===== src/verilog/boot_map_pkg.sv =====
package boot_map_pkg;

   // Memory-size variants
   localparam int VARIANT_SMALL = 0;
   localparam int VARIANT_MID   = 1;
   localparam int VARIANT_LARGE = 2;

   // Program counter and word-in-page widths per variant
   localparam int PC_BITS_SMALL   = 12;
   localparam int PC_BITS_MID     = 13;
   localparam int PC_BITS_LARGE   = 14;
   localparam int WORD_BITS_SMALL = 5;
   localparam int WORD_BITS_MID   = 6;
   localparam int WORD_BITS_LARGE = 6;

   // First word of the halting section per variant
   localparam logic [15:0] HALT_START_SMALL = 16'h0C00;
   localparam logic [15:0] HALT_START_MID   = 16'h1C00;
   localparam logic [15:0] HALT_START_LARGE = 16'h3800;

   // Boot section size for fuse code 00; each code step halves it
   localparam logic [15:0] BOOT_WORDS_MAX_SMALL = 16'h0400;
   localparam logic [15:0] BOOT_WORDS_MAX_LARGE = 16'h0800;

   // APB register byte offsets
   localparam logic [7:0] ADDR_CTRL    = 8'h00;
   localparam logic [7:0] ADDR_POINTER = 8'h04;
   localparam logic [7:0] ADDR_DATA    = 8'h08;
   localparam logic [7:0] ADDR_STORE   = 8'h0C;
   localparam logic [7:0] ADDR_STATUS  = 8'h10;
   localparam logic [7:0] ADDR_LOAD    = 8'h14;

   // Control and status register fields, the idle control value and legal command codes
   localparam int BIT_BUSY        = 6;
   localparam int STATUS_CODE_LSB = 16;
   localparam int STATUS_HALT     = 18;
   localparam int STATUS_EEPROM   = 19;
   localparam int STATUS_VAR_LSB  = 20;
   localparam logic [4:0] CTRL_RESET   = 5'h00;
   localparam logic [4:0] CMD_FILL     = 5'h01;
   localparam logic [4:0] CMD_ERASE    = 5'h03;
   localparam logic [4:0] CMD_WRITE    = 5'h05;
   localparam logic [4:0] CMD_LOCK     = 5'h09;
   localparam logic [4:0] CMD_REENABLE = 5'h11;

   // Store instruction arming window, in clock cycles
   localparam logic [2:0] ARM_WINDOW_CYCLES = 3'h4;

   // Least programming time and the derived cycle count
   localparam int CLK_PERIOD_NS  = 8;
   localparam int PROG_TIME_NS   = 3700000;
   localparam int PROG_CYCLES    = (PROG_TIME_NS + CLK_PERIOD_NS - 1) / CLK_PERIOD_NS;

   function automatic int pc_bits(input int v);
      return (v == VARIANT_SMALL) ? PC_BITS_SMALL :
             (v == VARIANT_MID)   ? PC_BITS_MID   : PC_BITS_LARGE;
   endfunction

   function automatic int word_bits(input int v);
      return (v == VARIANT_SMALL) ? WORD_BITS_SMALL :
             (v == VARIANT_MID)   ? WORD_BITS_MID   : WORD_BITS_LARGE;
   endfunction

   function automatic logic [15:0] halt_start(input int v);
      return (v == VARIANT_SMALL) ? HALT_START_SMALL :
             (v == VARIANT_MID)   ? HALT_START_MID   : HALT_START_LARGE;
   endfunction

endpackage


===== src/verilog/page_buffer_mem.sv =====
module page_buffer_mem #(
   parameter int WIDTH  = 16,
   parameter int ADDR_W = 6
) (
   input  wire logic              clk_i,
   input  wire logic              we_i,
   input  wire logic [ADDR_W-1:0] waddr_i,
   input  wire logic [WIDTH-1:0]  wdata_i,
   input  wire logic [ADDR_W-1:0] raddr_i,
   output logic      [WIDTH-1:0]  rdata_o
);

   logic [WIDTH-1:0] mem [0:(1<<ADDR_W)-1];

   // No reset: buffer contents are undefined until filled
   always_ff @(posedge clk_i) begin
      if (we_i) begin
         mem[waddr_i] <= wdata_i;
      end
      rdata_o <= mem[raddr_i];
   end

endmodule // page_buffer_mem


===== src/verilog/flash_op_timer.sv =====
module flash_op_timer #(
   parameter int CYCLES = 4
) (
   input  wire logic clk_i,
   input  wire logic rstn_i,
   input  wire logic start_i,
   output logic      done_o
);

   logic [31:0] count;
   logic        running;

   always_ff @(posedge clk_i or negedge rstn_i) begin
      if (!rstn_i) begin
         count   <= 32'h00000000;
         running <= 1'b0;
         done_o  <= 1'b0;
      end else begin
         done_o <= 1'b0;
         if (start_i) begin
            count   <= 32'(CYCLES - 1);
            running <= 1'b1;
         end else if (running) begin
            if (count == 32'h00000000) begin
               running <= 1'b0;
               done_o  <= 1'b1;
            end else begin
               count <= count - 32'h00000001;
            end
         end
      end
   end

endmodule // flash_op_timer


===== src/verilog/boot_section_address_map.sv =====
// Operation
// - Small variant: fuse code picks boot 128..1024 words
// - Middle variant: fuse code picks boot 128..1024 words
// - Large variant: fuse code picks boot 256..2048 words
// - Small: concurrent below 0xC00, halting above
// - Middle: concurrent below 0x1C00, halting above
// - Large: concurrent below 0x3800, halting above
// - Small: page bits 12:6, word bits 5:1
// - Middle: page bits 13:7, word bits 6:1
// - Large: page bits 14:7, word bits 6:1
// - Pointer bits above page field ignored
// - Bit 0 zero on store, byte select on load
// - Page field targets erase/write; word field fills buffer
// - Busy flag set, blocks concurrent reads, cleared by re-enable/fill
// - Enable arms store four cycles, holds during operation
// - Core halted during halting-section erase/write
module boot_section_address_map #(
   parameter int VARIANT     = boot_map_pkg::VARIANT_LARGE,
   parameter int PROG_CYCLES = boot_map_pkg::PROG_CYCLES
) (
   input  wire logic        CLK_SYS_I,
   input  wire logic        RSTN_I,
   input  wire logic        PSEL_I,
   input  wire logic        PENABLE_I,
   input  wire logic        PWRITE_I,
   input  wire logic [7:0]  PADDR_I,
   input  wire logic [31:0] PWDATA_I,
   output logic      [31:0] PRDATA_O,
   output logic             PREADY_O,
   output logic             PSLVERR_O,
   input  wire logic        BOOT_SIZE_FUSE_HI_I,
   input  wire logic        BOOT_SIZE_FUSE_LO_I,
   input  wire logic        EEPROM_WRITE_IN_PROGRESS_I,
   input  wire logic [15:0] FETCH_ADDR_I,
   output logic             FETCH_BLOCKED_O,
   output logic             CORE_HALT_O,
   output logic [15:0]      BOOT_RESET_ADDR_O,
   output logic             FLASH_ERASE_O,
   output logic             FLASH_WRITE_O,
   output logic [7:0]       FLASH_PAGE_O
);

   localparam int          PC_BITS   = boot_map_pkg::pc_bits(VARIANT);
   localparam int          WORD_BITS = boot_map_pkg::word_bits(VARIANT);
   localparam int          PAGE_BITS = PC_BITS - WORD_BITS;
   localparam logic [15:0] HALT_FROM = boot_map_pkg::halt_start(VARIANT);
   localparam logic [15:0] FLASH_TOP = 16'(1 << PC_BITS);
   localparam logic [15:0] BOOT_MAX  = (VARIANT == boot_map_pkg::VARIANT_LARGE) ?
                                       boot_map_pkg::BOOT_WORDS_MAX_LARGE :
                                       boot_map_pkg::BOOT_WORDS_MAX_SMALL;

   typedef enum logic [1:0] {
      OP_IDLE  = 2'b00,
      OP_ARMED = 2'b01,
      OP_BUSY  = 2'b10
   } op_type;

   typedef struct packed {
      op_type      op;
      logic [4:0]  ctrl;
      logic        busy_flag;
      logic [2:0]  arm;
      logic        is_write;
      logic [7:0]  page;
      logic        halt;
      logic        start;
      logic [15:0] pointer;
      logic [15:0] data;
      logic        fill_we;
      logic [5:0]  fill_addr;
      logic [15:0] fill_data;
      logic [31:0] prdata;
      logic        pready;
      logic        pslverr;
      logic        strap_done;
      logic [1:0]  boot_code;
      logic [15:0] boot_addr;
      logic        fetch_blocked;
      logic        erasing;
      logic        writing;
   } state_type;

   // Page field: pointer bits above it drop out through the mask
   function automatic logic [7:0] page_of(input logic [15:0] ptr);
      logic [15:0] p;
      p = (ptr >> (WORD_BITS + 1)) & 16'((1 << PAGE_BITS) - 1);
      return p[7:0];
   endfunction

   // Word field: bit 0 is byte select and never part of it
   function automatic logic [5:0] word_of(input logic [15:0] ptr);
      logic [15:0] w;
      w = (ptr >> 1) & 16'((1 << WORD_BITS) - 1);
      return w[5:0];
   endfunction

   function automatic logic page_in_halting(input logic [7:0] pg);
      logic [15:0] a;
      a = 16'({8'h00, pg} << WORD_BITS);
      return (a >= HALT_FROM);
   endfunction

   // Fuse code 00 picks the largest boot section, each step up halves it
   function automatic logic [15:0] boot_start(input logic [1:0] code);
      logic [15:0] size;
      case (code)
         2'b00: begin
            size = BOOT_MAX;
         end
         2'b01: begin
            size = BOOT_MAX >> 1;
         end
         2'b10: begin
            size = BOOT_MAX >> 2;
         end
         default: begin
            size = BOOT_MAX >> 3;
         end
      endcase
      return FLASH_TOP - size;
   endfunction

   // Any other code in the low five bits has no effect
   function automatic logic is_legal_cmd(input logic [4:0] c);
      logic ok;
      case (c)
         boot_map_pkg::CMD_FILL,
         boot_map_pkg::CMD_ERASE,
         boot_map_pkg::CMD_WRITE,
         boot_map_pkg::CMD_LOCK,
         boot_map_pkg::CMD_REENABLE: begin
            ok = 1'b1;
         end
         default: begin
            ok = 1'b0;
         end
      endcase
      return ok;
   endfunction

   // Control word: busy flag beside the command bits
   function automatic logic [31:0] ctrl_word(input logic busy, input logic [4:0] c);
      logic [31:0] v;
      v                         = 32'h00000000;
      v[4:0]                    = c;
      v[boot_map_pkg::BIT_BUSY] = busy;
      return v;
   endfunction

   // Status word: variant, eeprom flag, halt, fuse code and boot start
   function automatic logic [31:0] status_word(input state_type s, input logic ee);
      logic [31:0] v;
      v                                     = 32'h00000000;
      v[15:0]                               = s.boot_addr;
      v[boot_map_pkg::STATUS_CODE_LSB +: 2] = s.boot_code;
      v[boot_map_pkg::STATUS_HALT]          = s.halt;
      v[boot_map_pkg::STATUS_EEPROM]        = ee;
      v[boot_map_pkg::STATUS_VAR_LSB +: 2]  = 2'(VARIANT);
      return v;
   endfunction

   state_type   st;
   state_type   next_st;
   logic        op_done;
   logic [15:0] buf_rdata;
   logic        access;
   logic [4:0]  cmd;

   page_buffer_mem #(
      .WIDTH  (16),
      .ADDR_W (6)
   ) u_page_buffer (
      .clk_i   (CLK_SYS_I),
      .we_i    (st.fill_we),
      .waddr_i (st.fill_addr),
      .wdata_i (st.fill_data),
      .raddr_i (word_of(st.pointer)),
      .rdata_o (buf_rdata)
   );

   flash_op_timer #(
      .CYCLES (PROG_CYCLES)
   ) u_op_timer (
      .clk_i   (CLK_SYS_I),
      .rstn_i  (RSTN_I),
      .start_i (st.start),
      .done_o  (op_done)
   );

   assign access = PSEL_I & PENABLE_I & st.pready;
   assign cmd    = PWDATA_I[4:0];

   always_comb begin
      next_st           = st;
      next_st.start     = 1'b0;
      next_st.fill_we   = 1'b0;
      // One wait state, then the answer for a single cycle
      next_st.pready    = PSEL_I & PENABLE_I & ~st.pready;
      next_st.pslverr   = 1'b0;

      // Fuse straps are caught once, after reset release
      if (!st.strap_done) begin
         next_st.strap_done = 1'b1;
         next_st.boot_code  = {BOOT_SIZE_FUSE_HI_I, BOOT_SIZE_FUSE_LO_I};
         next_st.boot_addr  = boot_start({BOOT_SIZE_FUSE_HI_I, BOOT_SIZE_FUSE_LO_I});
      end

      // Arming window counts down unless a store arrives
      if (st.op == OP_ARMED) begin
         if (st.arm == 3'h1) begin
            next_st.ctrl = boot_map_pkg::CTRL_RESET;
            next_st.op   = OP_IDLE;
         end else begin
            next_st.arm = st.arm - 3'h1;
         end
      end

      if (st.op == OP_BUSY && op_done) begin
         next_st.op   = OP_IDLE;
         next_st.ctrl = boot_map_pkg::CTRL_RESET;
         next_st.halt = 1'b0;
      end

      if (PSEL_I & ~PENABLE_I) begin
         next_st.prdata = 32'h00000000;
      end

      if (next_st.pready) begin
         case (PADDR_I)
            boot_map_pkg::ADDR_CTRL: begin
               next_st.prdata = ctrl_word(st.busy_flag, st.ctrl);
            end
            boot_map_pkg::ADDR_POINTER: begin
               next_st.prdata = {16'h0000, st.pointer};
            end
            boot_map_pkg::ADDR_DATA: begin
               next_st.prdata = {16'h0000, st.data};
            end
            boot_map_pkg::ADDR_STORE: begin
               next_st.prdata = 32'h00000000;
            end
            boot_map_pkg::ADDR_STATUS: begin
               next_st.prdata = status_word(st, EEPROM_WRITE_IN_PROGRESS_I);
            end
            boot_map_pkg::ADDR_LOAD: begin
               // Pointer bit 0 picks the byte of the addressed word
               next_st.prdata = {24'h000000,
                                 st.pointer[0] ? buf_rdata[15:8] : buf_rdata[7:0]};
            end
            default: begin
               next_st.prdata  = 32'h00000000;
               next_st.pslverr = 1'b1;
            end
         endcase
      end

      if (access & PWRITE_I) begin
         case (PADDR_I)
            boot_map_pkg::ADDR_CTRL: begin
               // Ignored while erase or write runs; codes other than fill, erase, write, lock and re-enable do nothing
               if (st.op != OP_BUSY && is_legal_cmd(cmd)) begin
                  next_st.ctrl = cmd;
                  next_st.arm  = boot_map_pkg::ARM_WINDOW_CYCLES;
                  next_st.op   = OP_ARMED;
               end
            end
            boot_map_pkg::ADDR_POINTER: begin
               next_st.pointer = PWDATA_I[15:0];
            end
            boot_map_pkg::ADDR_DATA: begin
               next_st.data = PWDATA_I[15:0];
            end
            boot_map_pkg::ADDR_STORE: begin
               if (st.op == OP_ARMED) begin
                  case (st.ctrl)
                     boot_map_pkg::CMD_FILL: begin
                        next_st.fill_we   = 1'b1;
                        next_st.fill_addr = word_of(st.pointer);
                        next_st.fill_data = st.data;
                        next_st.busy_flag = 1'b0;
                        next_st.ctrl      = boot_map_pkg::CTRL_RESET;
                        next_st.op        = OP_IDLE;
                     end
                     boot_map_pkg::CMD_ERASE,
                     boot_map_pkg::CMD_WRITE: begin
                        next_st.page     = page_of(st.pointer);
                        next_st.is_write = (st.ctrl == boot_map_pkg::CMD_WRITE);
                        // A store on the window's last edge must not lose the command
                        next_st.ctrl     = st.ctrl;
                        next_st.start    = 1'b1;
                        next_st.op       = OP_BUSY;
                        if (page_in_halting(page_of(st.pointer))) begin
                           next_st.halt = 1'b1;
                        end else begin
                           next_st.busy_flag = 1'b1;
                        end
                     end
                     boot_map_pkg::CMD_REENABLE: begin
                        next_st.busy_flag = 1'b0;
                        next_st.ctrl      = boot_map_pkg::CTRL_RESET;
                        next_st.op        = OP_IDLE;
                     end
                     default: begin
                        next_st.ctrl = boot_map_pkg::CTRL_RESET;
                        next_st.op   = OP_IDLE;
                     end
                  endcase
               end
            end
            default: begin
            end
         endcase
      end

      // Reads of the concurrent section are held off while it is busy
      next_st.fetch_blocked = next_st.busy_flag & (FETCH_ADDR_I < HALT_FROM);
      next_st.erasing       = (next_st.op == OP_BUSY) & ~next_st.is_write;
      next_st.writing       = (next_st.op == OP_BUSY) & next_st.is_write;
   end

   always_ff @(posedge CLK_SYS_I or negedge RSTN_I) begin
      if (!RSTN_I) begin
         st <= '0;
      end else begin
         st <= next_st;
      end
   end

   assign PRDATA_O          = st.prdata;
   assign PREADY_O          = st.pready;
   assign PSLVERR_O         = st.pslverr;
   assign FETCH_BLOCKED_O   = st.fetch_blocked;
   assign CORE_HALT_O       = st.halt;
   assign BOOT_RESET_ADDR_O = st.boot_addr;
   assign FLASH_ERASE_O     = st.erasing;
   assign FLASH_WRITE_O     = st.writing;
   assign FLASH_PAGE_O      = st.page;

endmodule // boot_section_address_map


===== config.mk =====
export PLATFORM = sky130hd
export DESIGN_NAME = boot_section_address_map
export DESIGN_NICKNAME = d
export VERILOG_FILES = /design/src/verilog/boot_map_pkg.sv /design/src/verilog/page_buffer_mem.sv /design/src/verilog/flash_op_timer.sv /design/src/verilog/boot_section_address_map.sv
export SDC_FILE = /design/constraint.sdc
export NUM_CORES = 1
export LEC_CHECK = 0
export ABC_CLOCK_PERIOD_IN_PS = 3900
export BUFFER_PORTS_ARGS = -buffer_cell sky130_fd_sc_hd__buf_4
export CAP_MARGIN = 20
export CORE_ASPECT_RATIO = 1.2
export CORE_UTILIZATION = 30
export CTS_CLUSTER_SIZE = 12
export DETAILED_ROUTE_END_ITERATION = 10
export GPL_ROUTABILITY_DRIVEN = 0
export PLACE_DENSITY_LB_ADDON = 0.2
export SYNTH_ARGS = -nofsm -noshare
export SYNTH_HDL_FRONTEND = slang
export SYNTH_SLANG_ARGS = --single-unit

===== constraint.sdc =====
create_clock -name CLK_SYS_I -period 3.9 [get_ports CLK_SYS_I]
set_input_delay 0.585 -clock CLK_SYS_I [delete_from_list [all_inputs] [get_ports CLK_SYS_I]]
set_output_delay 0.585 -clock CLK_SYS_I [all_outputs]
set_load 0.03 [all_outputs]

Yosys cells after proc, flatten, opt, wreduce, memory -nomap -nowiden
Memory sizes are Yosys's and may differ from the RTL's. A register that Yosys moved wholly into a read port is not among the register bits.
Cells that the tools add are included.
Widths: inputs -> output; s select.

cells by class
  add/subtract/negate cells = 3
  $mul = 0
  div/mod/pow operators = 0
  order comparisons = 2
  equality and inequality tests = 23
  shift operators = 0
  mux-type cells = 47
  bitwise gates (word level) = 11
  reductions and logical operators = 16

operators with widths
  cell                    count
  $mux 32                 5
  $pmux 22 s5             1
  $mux 77                 1
  $mux 23                 3
  $mux 16                 3
  $pmux 12 s3             1
  $mux 7                  5
  $mux 11                 3
  $logic_not 32->1        1
  $sub 32x1->32 const B   1
  $mux 1                  17
  $eq 8x4->1 const B      2
  $eq 8x5->1 const B      2
  $lt 16x14->1 const B    1
  $mux 8                  2
  $sub 15x16->16 const A  1
  $ge 14x14->1 const B    1
  $pmux 7 s2              1
  $mux 3                  4
  $eq 5x1->1 const B      2
  $eq 5x2->1 const B      2
  $eq 5x3->1 const B      2
  $eq 5x5->1 const B      2
  $and 1x1->1             8
  other kinds (19)        31

storage, ports and cells
  register bits after elaboration = 167
  bits in latches = 0
  bits in writable memories = 1024
  bits in read-only memories = 0
  input bits = 64
  output and inout bits = 62
  logic and storage cells = 128
  memories = 1

memory list
  name               depth  bits a word  rd ports  clocked after memory_dff  write ports  line                   RTL
  u_page_buffer.mem  64     16           1         1                         1            page_buffer_mem.sv:13  logic [WIDTH-1:0] mem [0:(1<<ADDR_W)-1];

Logic depth before layout (Yosys ltp)
Gate-level depths: netlist of run 1.

  word-level depth = 11
  depth in mapped cells = 10
  gate-level depth less buffers = 7

Modules after synthesis
Synthesis of run 1 repeated with hierarchy kept, for this count alone.

second synthesis, totals
  cell total of the unflattened synthesis = 2489
  area, all modules = 47360.4 um^2

modules (own cells, without submodules)
  module                    times used  cells each  area an instance (um^2)  sequential area each (um^2)
  page_buffer_mem           1           1829        40042.2                  31069.8
  boot_section_address_map  1           450         5371.4                   2827.7
  flash_op_timer            1           210         1946.9                   850.8

Least setup slack after synthesis of run 1
Ideal clock, no wire load.

  kind = input port to flip-flop
  start point = input PADDR_I[1]
  end point = register st[66] (netlist bit)
  setup time = 0.126 ns
  arrival time = 2.786 ns
  data required time = 3.774 ns
  path slack = 0.988 ns
  stages = 8
  cells stage by stage = or4_1 > buf_2 > or4_4 > nor3_1 > and2_0 > buf_2 > buf_6 > mux2_2

between the ends
  word-level cells in the longest chain between the ends = 2

ends and longest elaborated chain
  element                     line                             RTL
  start: declaration          boot_section_address_map.sv:26   input wire logic [7:0] PADDR_I,
  $eq 8x4->1                  boot_section_address_map.sv:258  case (PADDR_I)
  $reduce_and 4->1 (no line)  --
  end signal: assignment      boot_section_address_map.sv:325  st <= next_st;
  end: declaration            boot_section_address_map.sv:162  state_type st;

Every way passes these cells.
A chain may end at the register's enable or synchronous reset.

==> results.json, run 1 <==
{
  "status": "completed",
  "cp-startpoint": "st[96]",
  "power_per_cell_area_nw_per_um2": 456,
  "grt_antenna_before_repair": 2,
  "r2r-end": "u_page_buffer.rdata_o[15]",
  "rsz0062_at_grt": "no",
  "layout_common_cells": "edfxtp_1 (1024), mux4_2 (247), buf_4 (207), dfrtp_1 (128), clkbuf_16 (122)",
  "leakage_nw": 19.4,
  "cts_buffer_depth": 3,
  "avgSynthCellArea_sq_um": 19.3,
  "slew_headroom_pct": 27.8,
  "synth_top_area_cell": "edfxtp_1",
  "hold_viol_final": 0,
  "root_buffer": "clkbuf_16",
  "cap_violations": 0,
  "tns_ns": 0,
  "hpwl_mm": 78.3,
  "synth_compound_area_share_pct": 3.92,
  "synthesis.area_sq_um": 46800,
  "grt_pass1_vias": 24939,
  "async_flop_share_pct": 12.4,
  "drive_above_1_share_pct": 27.4,
  "synth_top_family_by_area": "multiplexers",
  "grt_max_degree": 90,
  "hold_buffers": 1,
  "grt_use_total_pct": 15.5,
  "synth_ff_type": "edfxtp_1",
  "ys_types": 76,
  "reg2regPathDepth": 6,
  "io-pin-count": 126,
  "drcViolationCount": 0,
  "gr-total-overflow": 0,
  "post-cts-setup-buffers": 0,
  "finClkSkew_ns": 0.0307,
  "drtPass1Iterations": 5,
  "die_x_microns": 363,
  "seq_area_frac_synth_pct": 74.2,
  "port_buffers": 78,
  "fmax_ghz": 0.321,
  "ir_drop_v": 0.000392,
  "htreeDepth": 3,
  "coreArea_sq_um": 155000,
  "path_class": "flip-flop to flip-flop",
  "crit_fanout": 15,
  "worst_setup_path_end_kind": "flip-flop",
  "grt_pass1_wl_mm": 178,
  "tightestPinTransition_ns": 1.08,
  "synth-xor-area-share_pct": 0.0561,
  "cts_tree": "built",
  "layout_commonest_cell": "edfxtp_1",
  "final_max_slew_viol_count": 0,
  "via_count": 23622,
  "wl_per_cell_microns": 25.6,
  "initial_core_util_pct": 30.2,
  "reg2reg_from": "st[96]",
  "clk_latency_ns": 0.74,
  "cp-start-kind": "flip-flop",
  "layout_worst_path_cycle_share_pct": 80.0,
  "post-route-util_pct": 34.9,
  "ant_nets": 0,
  "required_ns": 4.51,
  "hold_start": "EEPROM_WRITE_IN_PROGRESS_I",
  "cts_resized": 0,
  "synth-simple-area-share_pct": 4.05,
  "arrival_ns": 3.73,
  "cts_buffers": 121,
  "hold_path_class": "input port to flip-flop",
  "cts_sinks": 1187,
  "syn2layout_area_growth_pct": 15.5,
  "r2r_slack_ns": 0.78,
  "min_delay_path_depth": 2,
  "synth-edff-count": 1024,
  "finalCriticalPeriod_ns": 3.12,
  "viasPerCell": 4.94,
  "dieArea_sq_um": 158000,
  "clkTransAtPathRegs_ns": 0.06,
  "holdPathEnd": "PRDATA_O[19]",
  "synth_area_leaders": "edfxtp_1 (66%), mux4_2 (12%), dfrtp_1 (7.9%), mux2_2 (1.8%), mux2i_1 (1.5%)",
  "yosysWarnings": 0,
  "yosys.area_share.adder_pct": 0.198,
  "die_h_microns": 435,
  "netlist_instances": 2427,
  "fin_nets": 2679,
  "drt_iter0_drc": 2058,
  "yosys-mux-area-fraction_pct": 15.3,
  "num_rows": 158,
  "fillCellCount": 14523,
  "drt_wl_total_mm": 123,
  "yosysTopAreaCellShare_pct": 65.7,
  "ys_ff_latch": 1187,
  "finalSetupViolations": 0
}
==> flip-flops by register name (all words and copies together) (netlist names) <==
register / cells
u_page_buffer.mem: 1024
st: 71
u_op_timer.count: 32
PRDATA_O: 21
u_page_buffer.rdata_o: 16
FLASH_PAGE_O: 8
BOOT_RESET_ADDR_O: 7
CORE_HALT_O: 1
FETCH_BLOCKED_O: 1
FLASH_ERASE_O: 1
FLASH_WRITE_O: 1
PREADY_O: 1
PSLVERR_O: 1
u_op_timer.done_o: 1
u_op_timer.running: 1
==> layer usage <==
layer | part of all wire, % | routed length, microns | global-route usage, % | up-vias
met3 | 4.8 | 5930 | 2.29 | 151
met4 | 2.4 | 2960 | 4.85 | 0
li1 | - | - | - | 10186
met5 | 0 | 0 | 0 | -
met2 | 52 | 63600 | 27.2 | 636
met1 | 41 | 50100 | 19.6 | 12649
==> metrics by stage <==
step | power (mW) | instance area (sq um) | hold slack, ns | cells | worst slack [ns]
2_1_floorplan | 14.0 | 46900 | 0.289 | 2446 | 0.988
3_3_place_gp | 14.1 | 50400 | 0.460 | 4564 | 0.559
3_5_place_dp | 14.1 | 50400 | 0.477 | 4565 | 0.542
4_1_cts | 24.9 | 54000 | 0.0291 | 4777 | 0.835
5_1_grt | 25.4 | 54100 | 0.0627 | 4778 | 0.640
6_report | 24.6 | 54100 | 0.0897 | 4780 | 0.780
==> area by class of cell <==
class / instances / area (sq um) / area share, %
Inverter: 9 / 33.8 / 0.0625
Multi-Input combinational cell: 1064 / 11100 / 20.6
Timing Repair Buffer: 227 / 1940 / 3.58
Clock inverter: 48 / 353 / 0.653
Tap cell: 2080 / 2600 / 4.81
Antenna cell: 2 / 5.00 / 0.00926
Sequential cell: 1187 / 34800 / 64.3
Clock buffer: 163 / 3240 / 5.99
==> critical path, stage by stage (launching register included) <==
cell and delay [ns]:
dfrtp_4 0.72, buf_4 0.33, mux4_2 0.57, mux4_2 0.50
o22ai_1 0.54, or3_1 0.21, o21ai_0 0.07
==> where the power goes <==
group / internal (mW) / switching [mW]
clock: 5.96 / 4.81
sequential: 13.6 / 0.0170
combinational: 0.0776 / 0.153
==> worst max-delay path by stage <==
| stage | slack [ns] | endpoint | cells after the start |
|---|---|---|---|
| 5_1_grt | 0.64 | u_page_buffer.rdata_o[10] | 6 |
| 3_3_place_gp | 0.56 | st[65] | 7 |
| 6_report | 0.78 | u_page_buffer.rdata_o[15] | 6 |
| 2_1_floorplan | 0.99 | st[66] | 8 |
| 4_1_cts | 0.83 | u_page_buffer.rdata_o[4] | 6 |
| 3_5_place_dp | 0.54 | st[66] | 7 |
==> cells in the mapped netlist (18+ instances only) <==
cell,instances
edfxtp_1,1024
nor2b_1,18
buf_1,18
a22o_1,28
mux4_2,247
dfrtp_1,147
o21ai_0,69
mux2_2,76
a21oi_1,37
buf_2,39
nand2_1,68
or3_1,29
o22ai_1,37
nor2_1,110
buf_4,64
mux2i_1,69
nand2b_1,24
clkbuf_1,62
==> cells by family (layout without fill, tap and decap cells) <==
kind of cell             Yosys count  after routing
flip-flops                      1187           1187
multiplexers                     397            397
AND/OR/NAND/NOR                  359            359
AO/OA/AOI/OAI                    276            276
buffers and inverters            195            447
adder cells (fa/ha/maj)            8              8
XOR/XNOR                           3              3
other                              2             23
Power figures use the tool's default switching activity.
==> run 2: changes to the inputs <==
Settings changed: ABC_AREA set to 1, ABC_CLOCK_PERIOD_IN_PS 3900 to 2800.
Clock period 3.9 ns to 2.8 ns, I/O delays scaled along.
==> run 2 against run 1 <==
  * Maximum frequency increased by 29%
  * Register-to-register slack lost 0.40 ns
  * Critical path depth grew 4
  * Sequential power is 40% higher
  * Synthesized cell count rose by 86%
  * Final cell count grew 43%
  * Critical path type unchanged
==> results.json, run 2 <==
{
  "largestRegisters": "u_page_buffer.mem: 1024 flops, st: 71 flops, u_op_timer.count: 32 flops",
  "finClkSkew_ns": 0.0447,
  "power_per_cell_area_nw_per_um2": 601,
  "layout_worst_path_cycle_share_pct": 86.5,
  "cts_tree": "built",
  "ys_types": 42,
  "synth_area_leaders": "edfxtp_1 (62%), nand2_1 (12%), nand3_1 (9.2%), dfrtp_1 (7.4%), buf_4 (1.5%)",
  "status": "completed",
  "drt_wl_total_mm": 142,
  "yosysWarnings": 0,
  "cts_buffers": 117,
  "coreArea_sq_um": 164000,
  "port_buffers": 78,
  "worst_setup_path_end_kind": "flip-flop",
  "clkTransAtPathRegs_ns": 0.06,
  "synth-edff-count": 1024,
  "required_ns": 3.47,
  "drive_above_1_share_pct": 10.5,
  "syn2layout_area_growth_pct": 14.7,
  "yosys-mux-area-fraction_pct": 0.182,
  "rsz0062_at_grt": "no",
  "async_flop_share_pct": 12.4,
  "num_rows": 163,
  "viasPerCell": 4.77,
  "post-route-util_pct": 34.6,
  "slowest_delay_ns": 0.62,
  "layout_common_cells": "nand2_1 (1613), edfxtp_1 (1024), nand3_1 (916), buf_4 (221), nor2_1 (141)",
  "synthesis.area_sq_um": 49600,
  "final_max_slew_viol_count": 0,
  "drtPass1Iterations": 5,
  "htreeDepth": 3,
  "largest_reg_flops": 1024,
  "clk_latency_ns": 0.76,
  "root_buffer": "clkbuf_16",
  "yosys-top-cells-count": "nand2_1 (1613), edfxtp_1 (1024), nand3_1 (916), nor2_1 (161), dfrtp_1 (147)",
  "hold_viol_final": 0,
  "synth_most_common_cell": "nand2_1",
  "fillCellCount": 16401,
  "io-pin-count": 126,
  "yosys.area_share.adder_pct": 0.126,
  "dieArea_sq_um": 167000,
  "cp-start-kind": "flip-flop",
  "wl_per_cell_microns": 20.8,
  "cp-startpoint": "st[96]",
  "hold_path_class": "input port to flip-flop",
  "reg2reg_from": "st[96]",
  "gr-total-overflow": 0,
  "synth_top_family_by_area": "simple AND/OR/NAND/NOR gates",
  "worst_slack_ns": 0.379,
  "grt_max_degree": 91,
  "reg2regPathDepth": 10,
  "grt_antenna_before_repair": 3,
  "finalCriticalPeriod_ns": 2.42,
  "cts_sinks": 1187,
  "cap_violations": 0,
  "die_h_microns": 447,
  "layout_commonest_cell": "nand2_1",
  "avgSynthCellArea_sq_um": 11.0,
  "multiInputGateArea_sq_um": 12900,
  "holdPathEnd": "st[85]",
  "seq_area_frac_synth_pct": 70.1,
  "regMostFlops": "u_page_buffer.mem",
  "hold_start": "PWDATA_I[6]",
  "path_cells": "inv_8 > buf_12 > nand2_1 > nand3_1 > nand3_1 > nand2_1 > nand2_1 > nand3_1 > nand3_1 > nand2_1",
  "crit_slowest_cell": "dfrtp_4",
  "leakage_nw": 20.5,
  "ant_nets": 0,
  "r2r-end": "u_page_buffer.rdata_o[3]",
  "drcViolationCount": 0,
  "min_delay_path_depth": 3,
  "arrival_ns": 3.09,
  "die_x_microns": 373,
  "yosysTopAreaCellShare_pct": 62.0,
  "cts_buffer_depth": 3,
  "grt_pass1_wl_mm": 212,
  "finalSetupViolations": 0,
  "synth_compound_area_share_pct": 1.43,
  "netlist_instances": 4518,
  "ir_drop_v": 0.000493,
  "grt_use_total_pct": 16.9,
  "via_count": 32616,
  "r2r_slack_ns": 0.38,
  "seq_area_sq_um": 34800,
  "drt_iter0_drc": 2659,
  "ys_ff_latch": 1187,
  "path_class": "flip-flop to flip-flop",
  "hpwl_mm": 83.5,
  "fin_nets": 4696,
  "synth_ff_type": "edfxtp_1",
  "synth-simple-area-share_pct": 23.5,
  "initial_core_util_pct": 30.2,
  "crit_fanout": 66,
  "grt_pass1_vias": 31449,
  "dp_slack_ns": 0.432,
  "synth_top_area_cell": "edfxtp_1",
  "cts_resized": 0,
  "fmax_ghz": 0.413,
  "synth-xor-area-share_pct": 0.335,
  "tightestPinTransition_ns": 0.898,
  "slew_headroom_pct": 40.1
}
## run 2: worst max-delay path by stage
| stage | end | slack, ns |
|---|---|---|
| finish | u_page_buffer.rdata_o[3] | 0.38 |
| floorplan | u_page_buffer.mem[48][0] | -0.06 |
| global route | u_page_buffer.rdata_o[3] | 0.29 |
| global placement | u_page_buffer.rdata_o[3] | 0.42 |
| CTS | u_page_buffer.rdata_o[3] | 0.41 |
| detailed placement | u_page_buffer.rdata_o[3] | 0.43 |
## run 2: worst max-delay path, delay by kind of cell, from the launching register on
family	cells	cell delay (ns)
buf+inv	2	0.58
simple gates	8	1.09
flops	1	0.62
## run 2: what timing repair did
item / CTS / global route
hold buffers: 20 / 0
setup buffers: 0 / 0
endpoints found under the setup margin: 0 / 0
hold endpoints to repair: 100 / 0
## run 2: power breakdown
part           leakage (nW)  internal, mW  switching, mW  total (mW)
registers              9.12          19.0         0.0127        19.0
clock network          1.69          8.24           6.58        14.8
logic                  9.66         0.122          0.266       0.388
## run 2: cell type report
| type | instances | area share [%] |
|---|---|---|
| sequential | 1187 | 61.1 |
| multi-input combinational | 2934 | 22.6 |
| clock buffer | 164 | 5.64 |
| clock inverter | 26 | 0.451 |
| tap | 2145 | 4.72 |
| timing repair buffer | 282 | 4.70 |
| inverter | 105 | 0.728 |
| antenna | 1 | 0.00440 |
## run 2: cells by family (layout without fill, tap and decap cells)
family	Yosys count	count (layout)
compound gates	127	127
xor+xnor	19	19
fa+ha+maj	5	5
buf+inv	416	577
flops	1187	1187
mux	8	8
other cells	2	22
simple gates	2754	2754
## run 2: metrics by stage
stage | power, mW | hold WS, ns | setup TNS [ns] | instances | instance area (sq um)
finish | 34.2 | 0.0569 | 0 | 6844 | 56900
global placement | 19.7 | 0.467 | 0 | 6633 | 53200
floorplan | 19.6 | 0.124 | -7.82 | 4537 | 49700
CTS | 34.6 | 0.0105 | 0 | 6843 | 56900
detailed placement | 19.7 | 0.472 | 0 | 6633 | 53200
global route | 35.3 | 0.0294 | 0 | 6844 | 56900
## run 2: metal layers
layer  part of all wire [%]  up-vias  track usage [%]
met5                      0        -                0
met4                    2.8        0             5.69
met3                    4.5      184             2.05
met2                     48      777             28.1
met1                     45    15999             22.8
li1                       -    15656                -
==> run 3: changes to the inputs <==
Settings changed: CORE_UTILIZATION 30 to 50.
==> run 3 against run 2 <==
  * Final cell count down 13%
  * Cell area down 2.6%
  * First-iteration DRC count rose by 20%
==> results.json, run 3 (synthesis results as in run 2) <==
{
  "io-pin-count": 126,
  "tightestPinTransition_ns": 0.976,
  "grt_max_degree": 131,
  "grt_pass1_wl_mm": 191,
  "drcViolationCount": 0,
  "coreArea_sq_um": 98400,
  "drive_above_1_share_pct": 9.76,
  "path_buf_inv": 2,
  "final_max_slew_viol_count": 0,
  "port_buffers": 78,
  "rsz0062_at_grt": "no",
  "layout_worst_path_cycle_share_pct": 83.2,
  "status": "completed",
  "regMostFlops": "u_page_buffer.mem",
  "postPlaceCellArea_sq_um": 51900,
  "largest_reg_flops": 1024,
  "hold_start": "PWDATA_I[0]",
  "grt_use_met1_pct": 35.1,
  "cts_buffers": 116,
  "dieArea_sq_um": 100000,
  "finalCriticalPeriod_ns": 2.33,
  "gr-total-overflow": 0,
  "wl_per_cell_microns": 21.5,
  "power_per_cell_area_nw_per_um2": 608,
  "tns_ns": 0,
  "path_class": "flip-flop to flip-flop",
  "arrival_ns": 2.97,
  "r2r_slack_ns": 0.47,
  "cp.depth": 10,
  "cts_tree": "built",
  "drtPass1Iterations": 7,
  "finClkSkew_ns": 0.0311,
  "crit_slowest_cell": "dfrtp_4",
  "htreeDepth": 3,
  "layout_commonest_cell": "nand2_1",
  "fin_area_sq_um": 55400,
  "die_x_microns": 290,
  "drt_iter0_drc": 3187,
  "r2r-end": "u_page_buffer.rdata_o[4]",
  "hpwl_mm": 74.7,
  "cts_buffer_depth": 3,
  "largestRegisters": "u_page_buffer.mem: 1024 flops, st: 71 flops, u_op_timer.count: 32 flops",
  "cts_resized": 0,
  "crit_family": "simple AND/OR/NAND/NOR gates",
  "finalSetupViolations": 0,
  "fmax_ghz": 0.429,
  "worst_setup_path_end_kind": "flip-flop",
  "path_cells": "buf_12 > buf_12 > nand2_1 > nand3_1 > nand3_1 > nand2_1 > nand2_1 > nand3_1 > nand3_1 > nand2_1",
  "initial_core_util_pct": 50.4,
  "top_usage_layer": "met2",
  "clk_latency_ns": 0.70,
  "leakage_nw": 20.3,
  "reg2reg_from": "st[96]",
  "slew_headroom_pct": 34.9,
  "reg2regPathDepth": 10,
  "drt_wl_total_mm": 128,
  "hold_path_class": "input port to flip-flop",
  "cts_sinks": 1187,
  "required_ns": 3.44,
  "grt_pass1_vias": 31291,
  "cp-startpoint": "st[96]",
  "layout_common_cells": "nand2_1 (1613), edfxtp_1 (1024), nand3_1 (916), buf_4 (220), nor2_1 (161)",
  "diodes": 0,
  "syn2layout_area_growth_pct": 11.7,
  "crit_fanout": 90,
  "cp-endpoint": "u_page_buffer.rdata_o[4]",
  "hold_viol_final": 0,
  "num_rows": 126,
  "fillCellCount": 8082,
  "via_count": 33176,
  "root_buffer": "clkbuf_16",
  "die_h_microns": 347,
  "met2_usage_pct": 40.9,
  "ir_drop_v": 0.000539,
  "fin_nets": 4677,
  "grt_antenna_before_repair": 2,
  "grt_use_total_pct": 25.5,
  "grtUsageMet3_pct": 2.88,
  "viasPerCell": 5.57,
  "cp-start-kind": "flip-flop",
  "slowest_delay_ns": 0.49,
  "ant_nets": 0,
  "cap_violations": 0,
  "clkTransAtPathRegs_ns": 0.06
}
-- run 3: layout make-up --
type                            count  area (sq um)  share of cell area [%]
Sequential cell                  1187         34800                    62.8
Multi-Input combinational cell   2934         12800                    23.1
Clock buffer                      167          3170                    5.71
Timing Repair Buffer              264          2390                    4.32
Tap cell                         1280          1600                    2.89
Inverter                          105           414                   0.747
Clock inverter                     23           238                   0.429
-- run 3: how the worst min path moves through the flow --
stage / endpoint / slack [ns] / depth (start not counted)
after global routing: st[79] / 0.04 / 3
after floorplan: BOOT_RESET_ADDR_O[10] / 0.12 / 0
after CTS: st[79] / 0.002 / 3
after global placement: PRDATA_O[21] / 0.36 / 1
final: st[79] / 0.04 / 3
after detailed placement: BOOT_RESET_ADDR_O[14] / 0.37 / 1
-- run 3: repair_timing --
item                      4_1_cts  5_1_grt
hold buffers                   13        0
buffers inserted                0        0
hold endpoints to repair       57        0
-- run 3: metrics by stage --
step | instances | worst slack [ns] | hold WS (ns) | utilization [%] | power (mW)
after floorplan | 4537 | -0.0611 | 0.124 | - | 19.6
after global placement | 5757 | 0.549 | 0.361 | 52.7 | 19.7
after detailed placement | 5757 | 0.536 | 0.371 | 52.7 | 19.7
after CTS | 5960 | 0.522 | 0.00215 | 56.3 | 33.9
after global routing | 5960 | 0.357 | 0.0385 | 56.3 | 34.6
final | 5960 | 0.470 | 0.0404 | 56.3 | 33.7
-- run 3: worst reg2reg max path: stages, from the launching register on --
cell,delay [ns]
dfrtp_4,0.49
buf_12,0.27
buf_12,0.37
nand2_1,0.22
nand3_1,0.10
nand3_1,0.13
nand2_1,0.14
nand2_1,0.06
nand3_1,0.23
nand3_1,0.17
nand2_1,0.10
-- run 3: power by group --
group          switching [mW]  internal [mW]  leakage [nW]
Clock                    6.39           7.97          1.64
Combinational           0.258          0.114          9.55
Sequential             0.0112           19.0          9.12
Total                    6.66           27.1          20.3
-- run 3: per-layer routing --
metal	vias to the layer above	part of all wire (%)
met4	4	4.5
met1	16007	41
met5	-	0.018
li1	15625	-
met2	1298	47
met3	242	7.1
